$ cat src/rtl/ats_pkg.sv
/*
  shared constants and types for the acquisition and trigger sequencer:
  register map, field positions, reset values, encodings, timing.
  assumes a 20 MHz core clock and a 32-bit apb register bus.
*/
`default_nettype none
package ats_pkg;
  // register byte offsets
  localparam logic [7:0] ATS_OFF_CTRL   = 8'h00;
  localparam logic [7:0] ATS_OFF_RECORD = 8'h04;
  localparam logic [7:0] ATS_OFF_TRIG   = 8'h08;
  localparam logic [7:0] ATS_OFF_DELAY  = 8'h0C;
  localparam logic [7:0] ATS_OFF_WINDOW = 8'h10;
  localparam logic [7:0] ATS_OFF_CMD    = 8'h14;
  localparam logic [7:0] ATS_OFF_STATUS = 8'h18;
  // control register fields
  localparam int ATS_CTRL_SAF   = 0;  // stop_after_fill
  localparam int ATS_CTRL_MULTI = 1;  // multi-record mode
  localparam int ATS_CTRL_AUTO  = 2;  // trigger_qualify_mode, 1 = auto
  localparam int ATS_CTRL_EXTARM = 3; // external arming
  localparam int ATS_CTRL_GEOM  = 4;  // geometry correction enable
  // command register fields (write-one pulses)
  localparam int ATS_CMD_STATE_LO = 0; // record state command [1:0]
  localparam int ATS_CMD_STATE_V  = 2; // state command valid
  localparam int ATS_CMD_TRIG     = 3; // host trigger
  localparam int ATS_CMD_MAP      = 4; // distortion-mapping run
  // record register fields
  localparam int ATS_REC_CNT_LO = 0;   // record_count_cmd [4:0]
  localparam int ATS_REC_STA_LO = 8;   // start record index [11:8]
  // host state command values
  localparam logic [1:0] ATS_CMD_STOP          = 2'h0;
  localparam logic [1:0] ATS_CMD_RUN           = 2'h1;
  localparam logic [1:0] ATS_CMD_RUN_THEN_HALT = 2'h2;
  // reported acquisition state
  localparam logic [1:0] ATS_RPT_STOPPED  = 2'h0;
  localparam logic [1:0] ATS_RPT_RUNNING  = 2'h1;
  localparam logic [1:0] ATS_RPT_RUN_HALT = 2'h2;
  // record limits
  localparam logic [4:0] ATS_REC_MIN = 5'h01;
  localparam logic [4:0] ATS_REC_MAX = 5'h10;
  localparam logic [3:0] ATS_PTR_LAST = 4'hF;
  // trigger sources, dual-channel variant / calibrator variant
  localparam logic [1:0] ATS_SRC_CH1 = 2'h0;
  localparam logic [1:0] ATS_SRC_CH2 = 2'h1;
  localparam logic [1:0] ATS_SRC_SUM = 2'h2;
  localparam logic [1:0] ATS_SRC_EXT = 2'h3;
  localparam logic [1:0] ATS_SRC_CAL = 2'h0;
  // coupling encoding
  localparam logic ATS_COUP_AC = 1'b0;
  localparam logic ATS_COUP_DC = 1'b1;
  // delay as a fraction of the window, in 1/1024 units, up to 5 windows
  localparam int          ATS_DLY_SHIFT = 10;
  localparam logic [12:0] ATS_DLY_MAX   = 13'h1400;
  // timing
  localparam longint ATS_CLK_HZ        = 20_000_000;
  localparam longint ATS_AUTO_WAIT_MS  = 360;
  localparam longint ATS_AUTO_WAIT_CYC = ATS_AUTO_WAIT_MS * ATS_CLK_HZ / 1000;
  localparam logic [31:0] ATS_WINDOW_RST = 32'h0000_0014; // 1 us
  // trigger configuration carrier
  typedef struct packed {
    logic signed [15:0] threshold; // trigger_threshold
    logic               pct_units; // level in percent of full scale
    logic               coupling;  // trigger_coupling_sel
    logic               falling;   // slope select
    logic [1:0]         source;    // source select
  } ats_trig_cfg_s;
  localparam int ATS_TRIG_W = 21;
  // sequencer states
  typedef enum logic [3:0] {
    ATS_ST_IDLE  = 4'b0001,
    ATS_ST_ARMED = 4'b0010,
    ATS_ST_DELAY = 4'b0100,
    ATS_ST_STORE = 4'b1000
  } ats_state_e;
endpackage : ats_pkg
`default_nettype wire

$ cat src/rtl/ats_sequencer.sv
/*
  acquisition and trigger sequencer with apb register slave.
  assumes comparator outputs and operator pulses are synchronous to
  core_clk_in, and that the capture engine pulses capture_done_in once
  per filled record after store_start_out.
*/
// The register offsets and the APB register port were chosen for this implementation.
// Behaviour
// - record count accepted from one to sixteen
// - after record sixteen continue at one
// - keep filling ascending until count reached
// - stop-after-fill halts after last record
// - triggers ignored once required records filled
// - without stop-after-fill acquire until stopped
// - report running, running-halt or stopped
// - hold geometry-correction enable for processing
// - mapping run acquires series, reports running (running-halt if stop-after-fill set)
// - auto mode self-triggers after 360 ms
// - normal mode: event, button or host
// - slope selectable rising or falling
// - inverted channel inverts signal only
// - source selection per model variant
// - signed threshold in volts or percent
// - external source forces ac coupling
// - storage delay up to five windows
// - delay kept as fraction of window
// - external arm blocks trigger unless low
// - arm input ignored internal or auto
`default_nettype none
module ats_sequencer
  import ats_pkg::*;
#(
  parameter int unsigned AUTO_TIMEOUT_CYC = 32'(ATS_AUTO_WAIT_CYC),
  parameter bit          DUAL_CHANNEL     = 1'b1,
  parameter int unsigned MAP_ACQS         = 8
)(
  // clock and reset
  input  wire logic        core_clk_in,
  input  wire logic        sys_rst_in,
  // apb slave
  input  wire logic        psel_in,
  input  wire logic        penable_in,
  input  wire logic        pwrite_in,
  input  wire logic [7:0]  paddr_in,
  input  wire logic [31:0] pwdata_in,
  output logic      [31:0] prdata_out,
  output logic             pready_out,
  output logic             pslverr_out,
  // trigger comparator path
  input  wire logic        channel_one_input_in,
  input  wire logic        channel_two_input_in,
  input  wire logic        channel_sum_in,
  input  wire logic        ext_trig_in,
  input  wire logic        calib_in,
  input  wire logic        ch_invert_in,
  input  wire logic        ext_arm_n_in,
  output ats_trig_cfg_s    trig_cfg_out,
  // operator controls
  input  wire logic        man_trig_in,
  input  wire logic        man_stop_in,
  // capture engine
  input  wire logic        capture_done_in,
  output logic             store_start_out,
  output logic      [3:0]  record_ptr_out,
  output logic             geom_correct_out,
  output logic             map_active_out,
  output logic      [1:0]  acq_state_out
);

  ats_state_e     st;            // sequencer state
  logic           stop_after_fill;
  logic           multi_mode;
  logic           auto_mode;     // trigger_qualify_mode
  logic           ext_arm_sel;
  logic           geom_en;
  logic [4:0]     rec_count;     // record_count_cmd
  logic [3:0]     start_rec;     // zero-based start record
  ats_trig_cfg_s  trig_cfg;
  logic [12:0]    post_trigger_delay; // window fraction, 1/1024
  logic [31:0]    window_cyc;    // time window in clock cycles
  logic [4:0]     remaining;     // records still to fill
  logic [3:0]     rec_ptr;       // current record, zero based
  logic [31:0]    auto_cnt;      // auto-trigger timeout counter
  logic [31:0]    dly_cnt;       // storage delay counter
  logic           map_active;
  logic           trig_q;        // previous selected trigger level
  logic           trig_sig;      // selected, inverted trigger level
  logic           trig_edge;
  logic           arm_ok;
  logic           auto_fire;
  logic           trig_accept;
  logic [44:0]    dly_prod;
  logic [31:0]    dly_target;
  logic           wr_en;
  logic           rd_en;
  logic           addr_hit;
  logic           cmd_state_v;
  logic [1:0]     cmd_state;
  logic           host_trig;
  logic           map_req;
  logic           start_req;
  logic           stop_req;
  logic           last_rec;
  logic [4:0]     wr_count;

  // apb decode: writes act in the access cycle, zero wait states
  assign wr_en = psel_in & penable_in & pwrite_in;
  assign rd_en = psel_in & ~penable_in & ~pwrite_in;
  assign pready_out = 1'b1;
  always_comb
  begin
    case (paddr_in)
      ATS_OFF_CTRL, ATS_OFF_RECORD, ATS_OFF_TRIG, ATS_OFF_DELAY,
      ATS_OFF_WINDOW, ATS_OFF_CMD, ATS_OFF_STATUS: addr_hit = 1'b1;
      default: addr_hit = 1'b0;
    endcase
  end
  assign pslverr_out = psel_in & penable_in & ~addr_hit;

  // command strobes from the command register
  assign cmd_state_v = wr_en & (paddr_in == ATS_OFF_CMD)
                       & pwdata_in[ATS_CMD_STATE_V];
  assign cmd_state   = pwdata_in[ATS_CMD_STATE_LO +: 2];
  assign host_trig   = wr_en & (paddr_in == ATS_OFF_CMD)
                       & pwdata_in[ATS_CMD_TRIG];
  assign map_req     = wr_en & (paddr_in == ATS_OFF_CMD)
                       & pwdata_in[ATS_CMD_MAP];
  assign start_req   = (cmd_state_v & (cmd_state != ATS_CMD_STOP)) | map_req;
  assign stop_req    = (cmd_state_v & (cmd_state == ATS_CMD_STOP))
                       | man_stop_in;
  assign wr_count    = pwdata_in[ATS_REC_CNT_LO +: 5];

  // control register and stop-after-fill state
  always_ff @(posedge core_clk_in or posedge sys_rst_in)
  begin
    if (sys_rst_in)
    begin
      stop_after_fill <= 1'b0;
      multi_mode      <= 1'b0;
      auto_mode       <= 1'b1;
      ext_arm_sel     <= 1'b0;
      geom_en         <= 1'b0;
    end
    else if (wr_en && paddr_in == ATS_OFF_CTRL)
    begin
      stop_after_fill <= pwdata_in[ATS_CTRL_SAF];
      multi_mode      <= pwdata_in[ATS_CTRL_MULTI];
      auto_mode       <= pwdata_in[ATS_CTRL_AUTO];
      ext_arm_sel     <= pwdata_in[ATS_CTRL_EXTARM];
      geom_en         <= pwdata_in[ATS_CTRL_GEOM];
    end
    else if (cmd_state_v && cmd_state != ATS_CMD_STOP)
    begin
      // run_then_halt turns stop-after-fill on, plain run turns it off
      stop_after_fill <= (cmd_state == ATS_CMD_RUN_THEN_HALT);
    end
  end

  // record register: out-of-range counts are ignored
  always_ff @(posedge core_clk_in or posedge sys_rst_in)
  begin
    if (sys_rst_in)
    begin
      rec_count <= ATS_REC_MIN;
      start_rec <= 4'h0;
    end
    else if (wr_en && paddr_in == ATS_OFF_RECORD)
    begin
      if (wr_count >= ATS_REC_MIN && wr_count <= ATS_REC_MAX)
      begin
        rec_count <= wr_count;
      end
      start_rec <= pwdata_in[ATS_REC_STA_LO +: 4];
    end
  end

  // trigger, delay and window registers
  always_ff @(posedge core_clk_in or posedge sys_rst_in)
  begin
    if (sys_rst_in)
    begin
      trig_cfg           <= '0;
      post_trigger_delay <= 13'h0000;
      window_cyc         <= ATS_WINDOW_RST;
    end
    else if (wr_en)
    begin
      if (paddr_in == ATS_OFF_TRIG)
      begin
        trig_cfg <= ats_trig_cfg_s'(pwdata_in[ATS_TRIG_W-1:0]);
      end
      if (paddr_in == ATS_OFF_DELAY)
      begin
        // clamp to five windows
        post_trigger_delay <= (pwdata_in[12:0] > ATS_DLY_MAX) ?
                              ATS_DLY_MAX : pwdata_in[12:0];
      end
      if (paddr_in == ATS_OFF_WINDOW)
      begin
        window_cyc <= pwdata_in;
      end
    end
  end

  // outgoing trigger configuration, coupling and units forced for ext
  always_comb
  begin
    trig_cfg_out = trig_cfg;
    if (DUAL_CHANNEL && trig_cfg.source == ATS_SRC_EXT)
    begin
      trig_cfg_out.coupling  = ATS_COUP_AC;
      trig_cfg_out.pct_units = 1'b0;
    end
    else if (!DUAL_CHANNEL)
    begin
      trig_cfg_out.coupling = ATS_COUP_AC;
      if (trig_cfg.source != ATS_SRC_CAL)
      begin
        trig_cfg_out.pct_units = 1'b0;
      end
    end
  end

  // source select; inversion only on internal channels
  always_comb
  begin
    trig_sig = ext_trig_in;
    if (DUAL_CHANNEL)
    begin
      case (trig_cfg.source)
        ATS_SRC_CH1: trig_sig = channel_one_input_in ^ ch_invert_in;
        ATS_SRC_CH2: trig_sig = channel_two_input_in ^ ch_invert_in;
        ATS_SRC_SUM: trig_sig = channel_sum_in ^ ch_invert_in;
        default:     trig_sig = ext_trig_in;
      endcase
    end
    else if (trig_cfg.source == ATS_SRC_CAL)
    begin
      trig_sig = calib_in;
    end
  end

  // edge of the selected signal per slope choice
  always_ff @(posedge core_clk_in or posedge sys_rst_in)
  begin
    if (sys_rst_in)
      trig_q <= 1'b0;
    else
      trig_q <= trig_sig;
  end
  assign trig_edge = trig_cfg.falling ? (trig_q & ~trig_sig)
                                      : (~trig_q & trig_sig);

  // arming, qualification and auto timeout
  assign arm_ok = auto_mode | ~ext_arm_sel | ~ext_arm_n_in;
  assign auto_fire = auto_mode
                     & (auto_cnt == AUTO_TIMEOUT_CYC - 32'h0000_0001);
  assign trig_accept = (st == ATS_ST_ARMED)
                       & ((arm_ok & (trig_edge | man_trig_in
                          | host_trig)) | auto_fire);

  // timeout counter runs only while armed
  always_ff @(posedge core_clk_in or posedge sys_rst_in)
  begin
    if (sys_rst_in)
      auto_cnt <= 32'h0000_0000;
    else if (st != ATS_ST_ARMED || trig_accept || start_req)
      auto_cnt <= 32'h0000_0000;
    else
      auto_cnt <= auto_cnt + 32'h0000_0001;
  end

  // delay target follows the current window
  assign dly_prod   = window_cyc * post_trigger_delay;
  assign dly_target = dly_prod[ATS_DLY_SHIFT +: 32];
  assign last_rec   = (remaining == ATS_REC_MIN);

  // sequencer state, record pointer and remaining count
  always_ff @(posedge core_clk_in or posedge sys_rst_in)
  begin
    if (sys_rst_in)
    begin
      st         <= ATS_ST_IDLE;
      remaining  <= ATS_REC_MIN;
      rec_ptr    <= 4'h0;
      dly_cnt    <= 32'h0000_0000;
      map_active <= 1'b0;
    end
    else if (start_req)
    begin
      // newly initiated: reload counters
      st         <= ATS_ST_ARMED;
      map_active <= map_req;
      remaining  <= map_req ? 5'(MAP_ACQS)
                  : (multi_mode ? rec_count : ATS_REC_MIN);
      rec_ptr    <= start_rec;
    end
    else if (stop_req && !map_active)
    begin
      st <= ATS_ST_IDLE;
    end
    else
    begin
      case (st)
        ATS_ST_IDLE: st <= ATS_ST_IDLE;
        ATS_ST_ARMED:
        begin
          dly_cnt <= 32'h0000_0000;
          if (trig_accept)
            st <= ATS_ST_DELAY;
        end
        ATS_ST_DELAY:
        begin
          // storage starts when the delay count is reached
          if (dly_cnt >= dly_target)
            st <= ATS_ST_STORE;
          else
            dly_cnt <= dly_cnt + 32'h0000_0001;
        end
        ATS_ST_STORE:
        begin
          if (capture_done_in)
          begin
            if (!last_rec)
            begin
              remaining <= remaining - 5'h01;
              rec_ptr   <= rec_ptr + 4'h1;
              st        <= ATS_ST_ARMED;
            end
            else if (stop_after_fill || map_active)
            begin
              st         <= ATS_ST_IDLE;
              map_active <= 1'b0;
            end
            else
            begin
              // continuous: refill the same set of records
              remaining <= multi_mode ? rec_count : ATS_REC_MIN;
              rec_ptr   <= start_rec;
              st        <= ATS_ST_ARMED;
            end
          end
        end
        default: st <= ATS_ST_IDLE;
      endcase
    end
  end

  // one-cycle storage start pulse on entering store
  always_ff @(posedge core_clk_in or posedge sys_rst_in)
  begin
    if (sys_rst_in)
      store_start_out <= 1'b0;
    else
      store_start_out <= (st == ATS_ST_DELAY) && (dly_cnt >= dly_target)
                         && !start_req && !(stop_req && !map_active);
  end

  // registered status outputs
  always_ff @(posedge core_clk_in or posedge sys_rst_in)
  begin
    if (sys_rst_in)
    begin
      acq_state_out    <= ATS_RPT_STOPPED;
      record_ptr_out   <= 4'h0;
      geom_correct_out <= 1'b0;
      map_active_out   <= 1'b0;
    end
    else
    begin
      if (st == ATS_ST_IDLE)
        acq_state_out <= ATS_RPT_STOPPED;
      else if (stop_after_fill)
        acq_state_out <= ATS_RPT_RUN_HALT;
      else
        acq_state_out <= ATS_RPT_RUNNING;
      record_ptr_out   <= rec_ptr;
      geom_correct_out <= geom_en;
      map_active_out   <= map_active;
    end
  end

  // read data captured in the setup cycle
  always_ff @(posedge core_clk_in or posedge sys_rst_in)
  begin
    if (sys_rst_in)
      prdata_out <= 32'h0000_0000;
    else if (rd_en)
    begin
      case (paddr_in)
        ATS_OFF_CTRL:   prdata_out <= {27'h000_0000, geom_en, ext_arm_sel,
                                       auto_mode, multi_mode,
                                       stop_after_fill};
        ATS_OFF_RECORD: prdata_out <= {20'h0_0000, start_rec, 3'h0,
                                       rec_count};
        ATS_OFF_TRIG:   prdata_out <= {11'h000, trig_cfg_out};
        ATS_OFF_DELAY:  prdata_out <= {19'h0_0000, post_trigger_delay};
        ATS_OFF_WINDOW: prdata_out <= window_cyc;
        ATS_OFF_STATUS: prdata_out <= {16'h0000, remaining, rec_ptr,
                                       st, map_active, acq_state_out};
        default:        prdata_out <= 32'h0000_0000;
      endcase
    end
  end

  // checks
  a_count_range: assert property (@(posedge core_clk_in)
    disable iff (sys_rst_in)
    rec_count >= ATS_REC_MIN && rec_count <= ATS_REC_MAX)
    else $error("record count out of range");
  a_wrap_to_one: assert property (@(posedge core_clk_in)
    disable iff (sys_rst_in)
    (st == ATS_ST_STORE && capture_done_in && !last_rec && !start_req
     && !(stop_req && !map_active) && rec_ptr == ATS_PTR_LAST)
    |=> rec_ptr == 4'h0 && st == ATS_ST_ARMED)
    else $error("pointer did not wrap to first record");
  a_ascend_fill: assert property (@(posedge core_clk_in)
    disable iff (sys_rst_in)
    (st == ATS_ST_STORE && capture_done_in && !last_rec && !start_req
     && !(stop_req && !map_active))
    |=> rec_ptr == $past(rec_ptr) + 4'h1
        && remaining == $past(remaining) - 5'h01)
    else $error("record pointer did not advance");
  a_halt_after: assert property (@(posedge core_clk_in)
    disable iff (sys_rst_in)
    (st == ATS_ST_STORE && capture_done_in && last_rec && stop_after_fill
     && !start_req) |=> st == ATS_ST_IDLE ##1 acq_state_out == ATS_RPT_STOPPED)
    else $error("acquisition did not halt after last record");
  a_no_trig_idle: assert property (@(posedge core_clk_in)
    disable iff (sys_rst_in)
    st == ATS_ST_IDLE |=> st != ATS_ST_DELAY && !store_start_out)
    else $error("trigger accepted while stopped");
  a_continuous: assert property (@(posedge core_clk_in)
    disable iff (sys_rst_in)
    (st == ATS_ST_STORE && capture_done_in && last_rec && !stop_after_fill
     && !map_active && !start_req && !stop_req)
    |=> st == ATS_ST_ARMED && rec_ptr == $past(start_rec))
    else $error("continuous acquisition did not re-arm");
  a_auto_timeout: assert property (@(posedge core_clk_in)
    disable iff (sys_rst_in)
    (st == ATS_ST_ARMED && auto_mode && !start_req && !stop_req
     && auto_cnt == AUTO_TIMEOUT_CYC - 32'h0000_0001)
    |=> st == ATS_ST_DELAY && auto_cnt == 32'h0000_0000)
    else $error("auto trigger did not fire at timeout");
  a_ext_ac: assert property (@(posedge core_clk_in)
    disable iff (sys_rst_in)
    (DUAL_CHANNEL && trig_cfg.source == ATS_SRC_EXT)
    |-> trig_cfg_out.coupling == ATS_COUP_AC)
    else $error("external source not ac coupled");
  a_arm_block: assert property (@(posedge core_clk_in)
    disable iff (sys_rst_in)
    (st == ATS_ST_ARMED && ext_arm_sel && !auto_mode && ext_arm_n_in
     && !start_req) |=> st != ATS_ST_DELAY)
    else $error("trigger accepted while external arm high");

endmodule : ats_sequencer
`default_nettype wire

$ cat config.mk
export PLATFORM = sky130hd
export DESIGN_NAME = ats_sequencer
export DESIGN_NICKNAME = d
export VERILOG_FILES = /design/src/rtl/ats_pkg.sv /design/src/rtl/ats_sequencer.sv
export SDC_FILE = /design/constraint.sdc
export NUM_CORES = 1
export LEC_CHECK = 0
export CAP_MARGIN = 30
export CORE_ASPECT_RATIO = 0.6
export CORE_MARGIN = 3
export CORE_UTILIZATION = 42
export CTS_CLUSTER_DIAMETER = 100
export DETAILED_ROUTE_END_ITERATION = 8
export DONT_BUFFER_PORTS = 1
export PLACE_DENSITY = 0.6
export SYNTH_ARGS = -nofsm -noshare
export SYNTH_HDL_FRONTEND = slang
export SYNTH_SLANG_ARGS = --single-unit
$ cat constraint.sdc
create_clock -name core_clk_in -period 8 [get_ports core_clk_in]
set_clock_uncertainty 0.05 [all_clocks]
set_input_delay 0.4 -clock core_clk_in [delete_from_list [all_inputs] [get_ports core_clk_in]]
set_output_delay 0.4 -clock core_clk_in [all_outputs]
set_load 0.02 [all_outputs]
==> impl_metrics.env, run 1 <==
export IMPL_worstPathRequired_ns=8.34
export IMPL_p_int_mw=1.589
export IMPL_synth_seq_cells=200
export IMPL_hold_viol=0
export IMPL_drtIter0Drc=1552
export IMPL_fin_cells=3270
export IMPL_critical_path_class="reg -> reg"
export IMPL_grt_pass1_wl_mm=104.1
export IMPL_tightestPinTransition_ns=0.9477
export IMPL_worstHoldPathType="in -> reg"
export IMPL_drt_wl_total_mm=65.41
export IMPL_wl_per_cell_um=20.00
export IMPL_irDropWorstVdd_uv=125.8
export IMPL_ys_warn_count=0
export IMPL_synth_nets=2905
export IMPL_start_util=0.4309
export IMPL_crit_fanout=8
export IMPL_reg2reg_to="dly_cnt[13]"
export IMPL_clkPwrFrac=0.445
export IMPL_min_to="window_cyc[5]"
export IMPL_first_pass_iters=5
export IMPL_grt_overflow=0
export IMPL_syn_to_final_growth_pct=17.00
export IMPL_cts_tree="done"
export IMPL_relSlewSlack=0.3682
export IMPL_grt_pass1_vias=18030
export IMPL_critPathLaunchType="flip-flop"
export IMPL_clockRootBuffer="clkbuf_16"
export IMPL_cp_end_kind="flip-flop"
export IMPL_drive_gt1_frac=0.1789
export IMPL_placed_cells=3153
export IMPL_min_from="pwdata_in[5]"
export IMPL_fin_ws_ns=-0.05765
export IMPL_finalSetupViolations=6
export IMPL_synth_edf_count=0
export IMPL_p_sw_frac=0.2764
export IMPL_seq_area_frac_synth=0.2248
export IMPL_holdWs_ns=0.03138
export IMPL_violations="setup timing"
export IMPL_diodes=0
export IMPL_io_pin_count=119
export IMPL_max_freq_ghz=0.1241
export IMPL_fp_dieW_um=303.4
export IMPL_fillers=4729
export IMPL_min_path_cells=1
export IMPL_antenna_found_initial=1
export IMPL_synth_cell_types=71
export IMPL_rr_startpoint="post_trigger_delay[1]"
export IMPL_critical_path_arrival_ns=8.40
export IMPL_route_detailed_drc=0
export IMPL_p_leak_nw=12.61
export IMPL_p_sw_uw=607.0
export IMPL_slowest_stage="fa_1"
export IMPL_reg2reg_slack_ns=-0.06
export IMPL_rows=64
export IMPL_clk_path_buf_depth=2
export IMPL_slowest_delay_ns=0.56
export IMPL_regArea_um2=5030
export IMPL_min_period_ns=8.058
export IMPL_clk_pin_slew_ns=0.09
export IMPL_fin_util=0.5042
export IMPL_status="finished, violations left"
export IMPL_postPlaceCellArea_um2=24120
export IMPL_grt_max_degree=137
export IMPL_ctsHtreeMaxLevel=4
export IMPL_syn_area_um2=22290
export IMPL_comb_power_share=0.069
export IMPL_ant_nets=0
export IMPL_seqPwrFrac=0.486
export IMPL_power_density_nw_per_um2=84.20
export IMPL_async_flop_share=1.000
export IMPL_fin_area_um2=26080
export IMPL_syn_area_per_cell_um2=9.246
export IMPL_cpMostUsedCell="fa_1"
export IMPL_vias=17600
export IMPL_core_area_um2=51730
export IMPL_gp_congestion=0.9407
export IMPL_total_power_mw=2.196
export IMPL_slew_viol_final=0
export IMPL_reg2regPathDepth=32
export IMPL_nNetsFinal=3058
export IMPL_rsz0062_at_grt="true"
export IMPL_multiInputGateArea_um2=15620
export IMPL_clk_latency_ns=0.48
export IMPL_dieArea_um2=55970
export IMPL_fp_dieH_um=184.5
export IMPL_port_buffers=0
export IMPL_hpwl_mm=50.67
export IMPL_via_per_inst=5.382
export IMPL_grt_use_total=0.2401
export IMPL_maxCapViolCount=0
export IMPL_synth_cells=2411
export IMPL_cts_made_buffers=17
export IMPL_finalCritPeriodShare=1.007
export IMPL_synth_ff_type="dfrtp_1"
export IMPL_clock_sinks=200
-- sequential cells by signal (all words and copies together), names as in the netlist, 4 cells and up --
name	flops
auto_cnt	32
dly_cnt	32
prdata_out	32
window_cyc	32
trig_cfg_out	19
post_trigger_delay	13
rec_count	5
remaining	5
rec_ptr	4
record_ptr_out	4
st	4
start_rec	4
-- what timing repair did --
item	4_1_cts	5_1_grt
hold buffers	27	0
setup endpoints to repair	35	35
gates resized for setup	53	68
pin swaps	31	48
endpoints found under the hold margin	163	0
setup buffers	42	10
gates cloned	2	2
-- worst max-delay path: cells and delay by family, from the launching register on --
family | cells | cell delay [ns]
xor+xnor | 1 | 0.12
simple gates | 5 | 1.63
fa+ha+maj | 7 | 3.08
buf+inv | 8 | 0.81
compound gates | 11 | 1.83
flops | 1 | 0.46
-- through the flow --
step	setup slack, ns	setup TNS (ns)
finish	-0.05765	-0.2860
global route	-0.2987	-6.048
CTS	0.01800	0
detailed placement	-0.6450	-15.44
global placement	-0.3511	-7.317
floorplan	0.05967	0
-- power by group through the flow --
stage / clock network, mW / logic [mW] / registers, mW
after floorplan: 0 / 0.0906 / 1.07
after global placement: 0 / 0.119 / 1.09
after detailed placement: 0 / 0.123 / 1.09
after CTS: 1.00 / 0.143 / 1.07
after global routing: 1.04 / 0.168 / 1.07
final: 0.977 / 0.152 / 1.07
-- synthesized netlist by cell type, types with 17 or more instances --
cell,n,area (um2)
buf_4,20,150.1
nand2_1,363,1363
o21ai_0,62,310.3
and3_1,17,106.4
a21oi_1,56,280.3
xor2_1,31,271.5
mux2_2,65,732.0
nor2_1,92,345.3
ha_1,112,1401
nand4_1,18,112.6
xnor2_1,41,359.1
a22o_1,25,219.0
inv_1,397,1490
nand3_1,40,200.2
a21o_1,28,210.2
and2_1,171,1070
fa_1,327,6546
nor3_1,25,125.1
clkbuf_1,117,439.2
dfrtp_1,194,4855
-- logic make-up after synthesis --
group           after synthesis  share of synthesized area
other cells                   1                  0.0001682
buf+inv                     543                    0.09513
mux                          68                    0.03418
xor+xnor                     72                    0.02829
simple gates                812                     0.1768
compound gates              276                    0.08408
fa+ha+maj                   439                     0.3565
flops                       200                     0.2248
-- routing by layer --
layer / routed length (um) / track usage / share of wire
met1: 31030 / 0.3719 / 0.47
met5: 0 / 0 / 0
met2: 26610 / 0.3319 / 0.41
met4: 1258 / 0.05809 / 0.019
met3: 6516 / 0.06228 / 0.10
-- cell type report --
cell class,instances,share of cell area
timing repair buffer,279,0.09201
inverter,397,0.05742
tap,693,0.03325
clock inverter,15,0.009259
sequential,200,0.1929
clock buffer,17,0.01631
multi-input combinational,1669,0.5989
-- cell usage in the layout, fill, tap and decap left out, drive strengths merged, types with 6 or more instances in the layout --
cell type    instances
inv                405
nand2              363
fa                 327
buf                252
dfrtp              194
and2               173
ha                 112
nor2                92
mux2                65
o21ai               64
a21oi               56
xnor2               41
nand3               40
xor2                31
a21o                28
dlygate4sd3         27
nor3                26
a22o                25
nand4               18
and3                17
clkbuf              17
a31oi               15
o31ai               14
or3                 14
nand2b              13
or4                 12
a211oi              10
a22oi                9
nor2b                9
a222oi               8
or2                  8
nor4                 8
nor4b                7
o211ai               6
dfstp                6
-- worst max path at each step --
stage / start / to / slack [ns] / cells after the start
after CTS: post_trigger_delay[1] / dly_cnt[23] / 0.02 / 33
after global placement: post_trigger_delay[12] / dly_cnt[14] / -0.35 / 28
after floorplan: post_trigger_delay[9] / dly_cnt[14] / 0.06 / 31
after global routing: post_trigger_delay[1] / dly_cnt[19] / -0.30 / 32
final: post_trigger_delay[1] / dly_cnt[13] / -0.06 / 32
after detailed placement: post_trigger_delay[5] / dly_cnt[22] / -0.65 / 29
Power figures use the tool's default switching activity.
==> run 2: changes to the inputs <==
--- a/config.mk
+++ b/config.mk
@@ -13,6 +13,8 @@
 export DETAILED_ROUTE_END_ITERATION = 8
 export DONT_BUFFER_PORTS = 1
 export PLACE_DENSITY = 0.6
+export REMOVE_ABC_BUFFERS = 1
 export SYNTH_ARGS = -nofsm -noshare
 export SYNTH_HDL_FRONTEND = slang
 export SYNTH_SLANG_ARGS = --single-unit
+export TNS_END_PERCENT = 20
==> run 2 against run 1 <==
Compared with the run above:
- the flow still finishes with violations (setup timing)
- routed wire length is 5.9% lower
- critical path depth is 2 lower
- first-iteration DRC count is 20% lower
- critical endpoint is now dly_cnt[23]
- combinational power hardly changed
==> impl_metrics.env, run 2 (synthesized netlist as in run 1, its figures left out) <==
export IMPL_nNetsFinal=3028
export IMPL_hold_viol=0
export IMPL_fp_dieH_um=184.5
export IMPL_cts_made_buffers=17
export IMPL_drtIter0Drc=1241
export IMPL_crit_fanout=8
export IMPL_clk_path_buf_depth=2
export IMPL_irDropWorstVdd_uv=147.3
export IMPL_finalCritPeriodShare=1.004
export IMPL_fin_area_um2=25650
export IMPL_ant_nets=0
export IMPL_rows=64
export IMPL_slowest_stage="fa_1"
export IMPL_vias=17100
export IMPL_io_pin_count=119
export IMPL_route_detailed_drc=0
export IMPL_worstPathRequired_ns=8.34
export IMPL_fillers=4918
export IMPL_clock_sinks=200
export IMPL_tns_ns=-0.07042
export IMPL_antenna_found_initial=0
export IMPL_finalSetupViolations=4
export IMPL_status="finished, violations left"
export IMPL_cts_tree="done"
export IMPL_port_buffers=0
export IMPL_postPlaceCellArea_um2=23970
export IMPL_drt_wl_total_mm=61.53
export IMPL_critical_path_arrival_ns=8.37
export IMPL_slew_viol_final=0
export IMPL_wl_per_cell_um=18.99
export IMPL_reg2reg_slack_ns=-0.03
export IMPL_critPathLaunchType="flip-flop"
export IMPL_min_period_ns=8.029
export IMPL_maxCapViolCount=0
export IMPL_tightestPinTransition_ns=1.002
export IMPL_start_util=0.4309
export IMPL_drive_gt1_frac=0.1704
export IMPL_regArea_um2=5039
export IMPL_diodes=0
export IMPL_fp_dieW_um=303.4
export IMPL_relSlewSlack=0.3317
export IMPL_grt_overflow=0
export IMPL_grt_pass1_wl_mm=99.09
export IMPL_ctsHtreeMaxLevel=4
export IMPL_final_cell_mix="390 x inv_1, 363 x nand2_1, 318 x fa_1"
export IMPL_violations="setup timing"
export IMPL_cpMostUsedCell="fa_1"
export IMPL_core_area_um2=51730
export IMPL_grt_use_total=0.2278
export IMPL_gp_congestion=0.9115
export IMPL_layout_commonest_cell="inv_1"
export IMPL_fin_ws_ns=-0.02931
export IMPL_syn_to_final_growth_pct=15.07
export IMPL_critical_path_class="reg -> reg"
export IMPL_dieArea_um2=55970
export IMPL_power_density_nw_per_um2=81.43
export IMPL_post_place_ws_ns=-0.5509
export IMPL_clk_pin_slew_ns=0.09
export IMPL_clk_latency_ns=0.49
export IMPL_grt_pass1_vias=17680
export IMPL_multiInputGateArea_um2=15570
export IMPL_cp_end_kind="flip-flop"
export IMPL_p_leak_nw=12.33
export IMPL_clockRootBuffer="clkbuf_16"
export IMPL_grt_max_degree=134
export IMPL_via_per_inst=5.278
export IMPL_max_freq_ghz=0.1245
export IMPL_first_pass_iters=6
export IMPL_hpwl_mm=48.52
export IMPL_rsz0062_at_grt="true"
export IMPL_worstHoldPathType="in -> reg"
export IMPL_slowest_delay_ns=0.55
==> run 2: layer usage <==
metal / part of all wire / global-route usage
met1: 0.49 / 0.3515
met2: 0.39 / 0.3064
met3: 0.11 / 0.08559
met4: 0.0077 / 0.03374
met5: 0 / 0
==> run 2: timing repair <==
item	4_1_cts	5_1_grt
hold buffers	33	0
pin swaps	26	58
buffers inserted	12	20
gates cloned	1	1
endpoints found under the hold margin	202	0
resized for setup	57	63
setup endpoints to repair	35	35
==> run 2: metrics by stage <==
step / instances / utilization / hold slack [ns] / power, mW
2_1_floorplan: 2265 / - / 0.3195 / 1.151
6_report: 3240 / 0.4959 / 0.05383 / 2.089
3_5_place_dp: 3139 / 0.4633 / 0.3337 / 1.205
5_1_grt: 3240 / 0.4959 / 0.03887 / 2.175
3_3_place_gp: 3136 / 0.4621 / 0.3335 / 1.199
4_1_cts: 3217 / 0.4860 / 0.01730 / 2.100
==> run 2: final cells by class <==
cell class,instances,area share
Multi-Input combinational cell,1669,0.6069
Sequential cell,200,0.1964
Timing Repair Buffer,249,0.08204
Inverter,397,0.05838
Tap cell,693,0.03380
Clock buffer,18,0.01712
Clock inverter,14,0.005365
==> run 2: worst max-delay path: cells and delay by family (launching register included) <==
| kind | cells | cell delay, ns |
|---|---|---|
| AO/OA/AOI/OAI | 11 | 2.12 |
| buffers and inverters | 6 | 0.47 |
| AND/OR/NAND/NOR | 5 | 1.55 |
| flip-flops | 1 | 0.47 |
| XOR/XNOR | 1 | 0.14 |
| adder cells (fa/ha/maj) | 7 | 3.13 |
==> run 2: worst paths after layout <==
| check | start | endpoint | cells past startpoint |
|---|---|---|---|
| setup / recovery | post_trigger_delay[2] | dly_cnt[23] | 30 |
| hold / removal | pwdata_in[11] | post_trigger_delay[11] | 2 |
| setup reg to reg | post_trigger_delay[2] | dly_cnt[23] | 30 |
| hold reg to reg | geom_en | geom_correct_out | 0 |
| max in group asynchronous | sys_rst_in | window_cyc[17] | 4 |
| min in group asynchronous | sys_rst_in | auto_cnt[25] | 2 |
==> run 2: report_power, final <==
group	switching [mW]	internal (mW)	total [mW]	leakage, nW
sequential	0.0364	1.03	1.07	2.66
combinational	0.0869	0.0648	0.152	9.38
clock	0.451	0.420	0.871	0.283
total	0.574	1.51	2.09	12.3
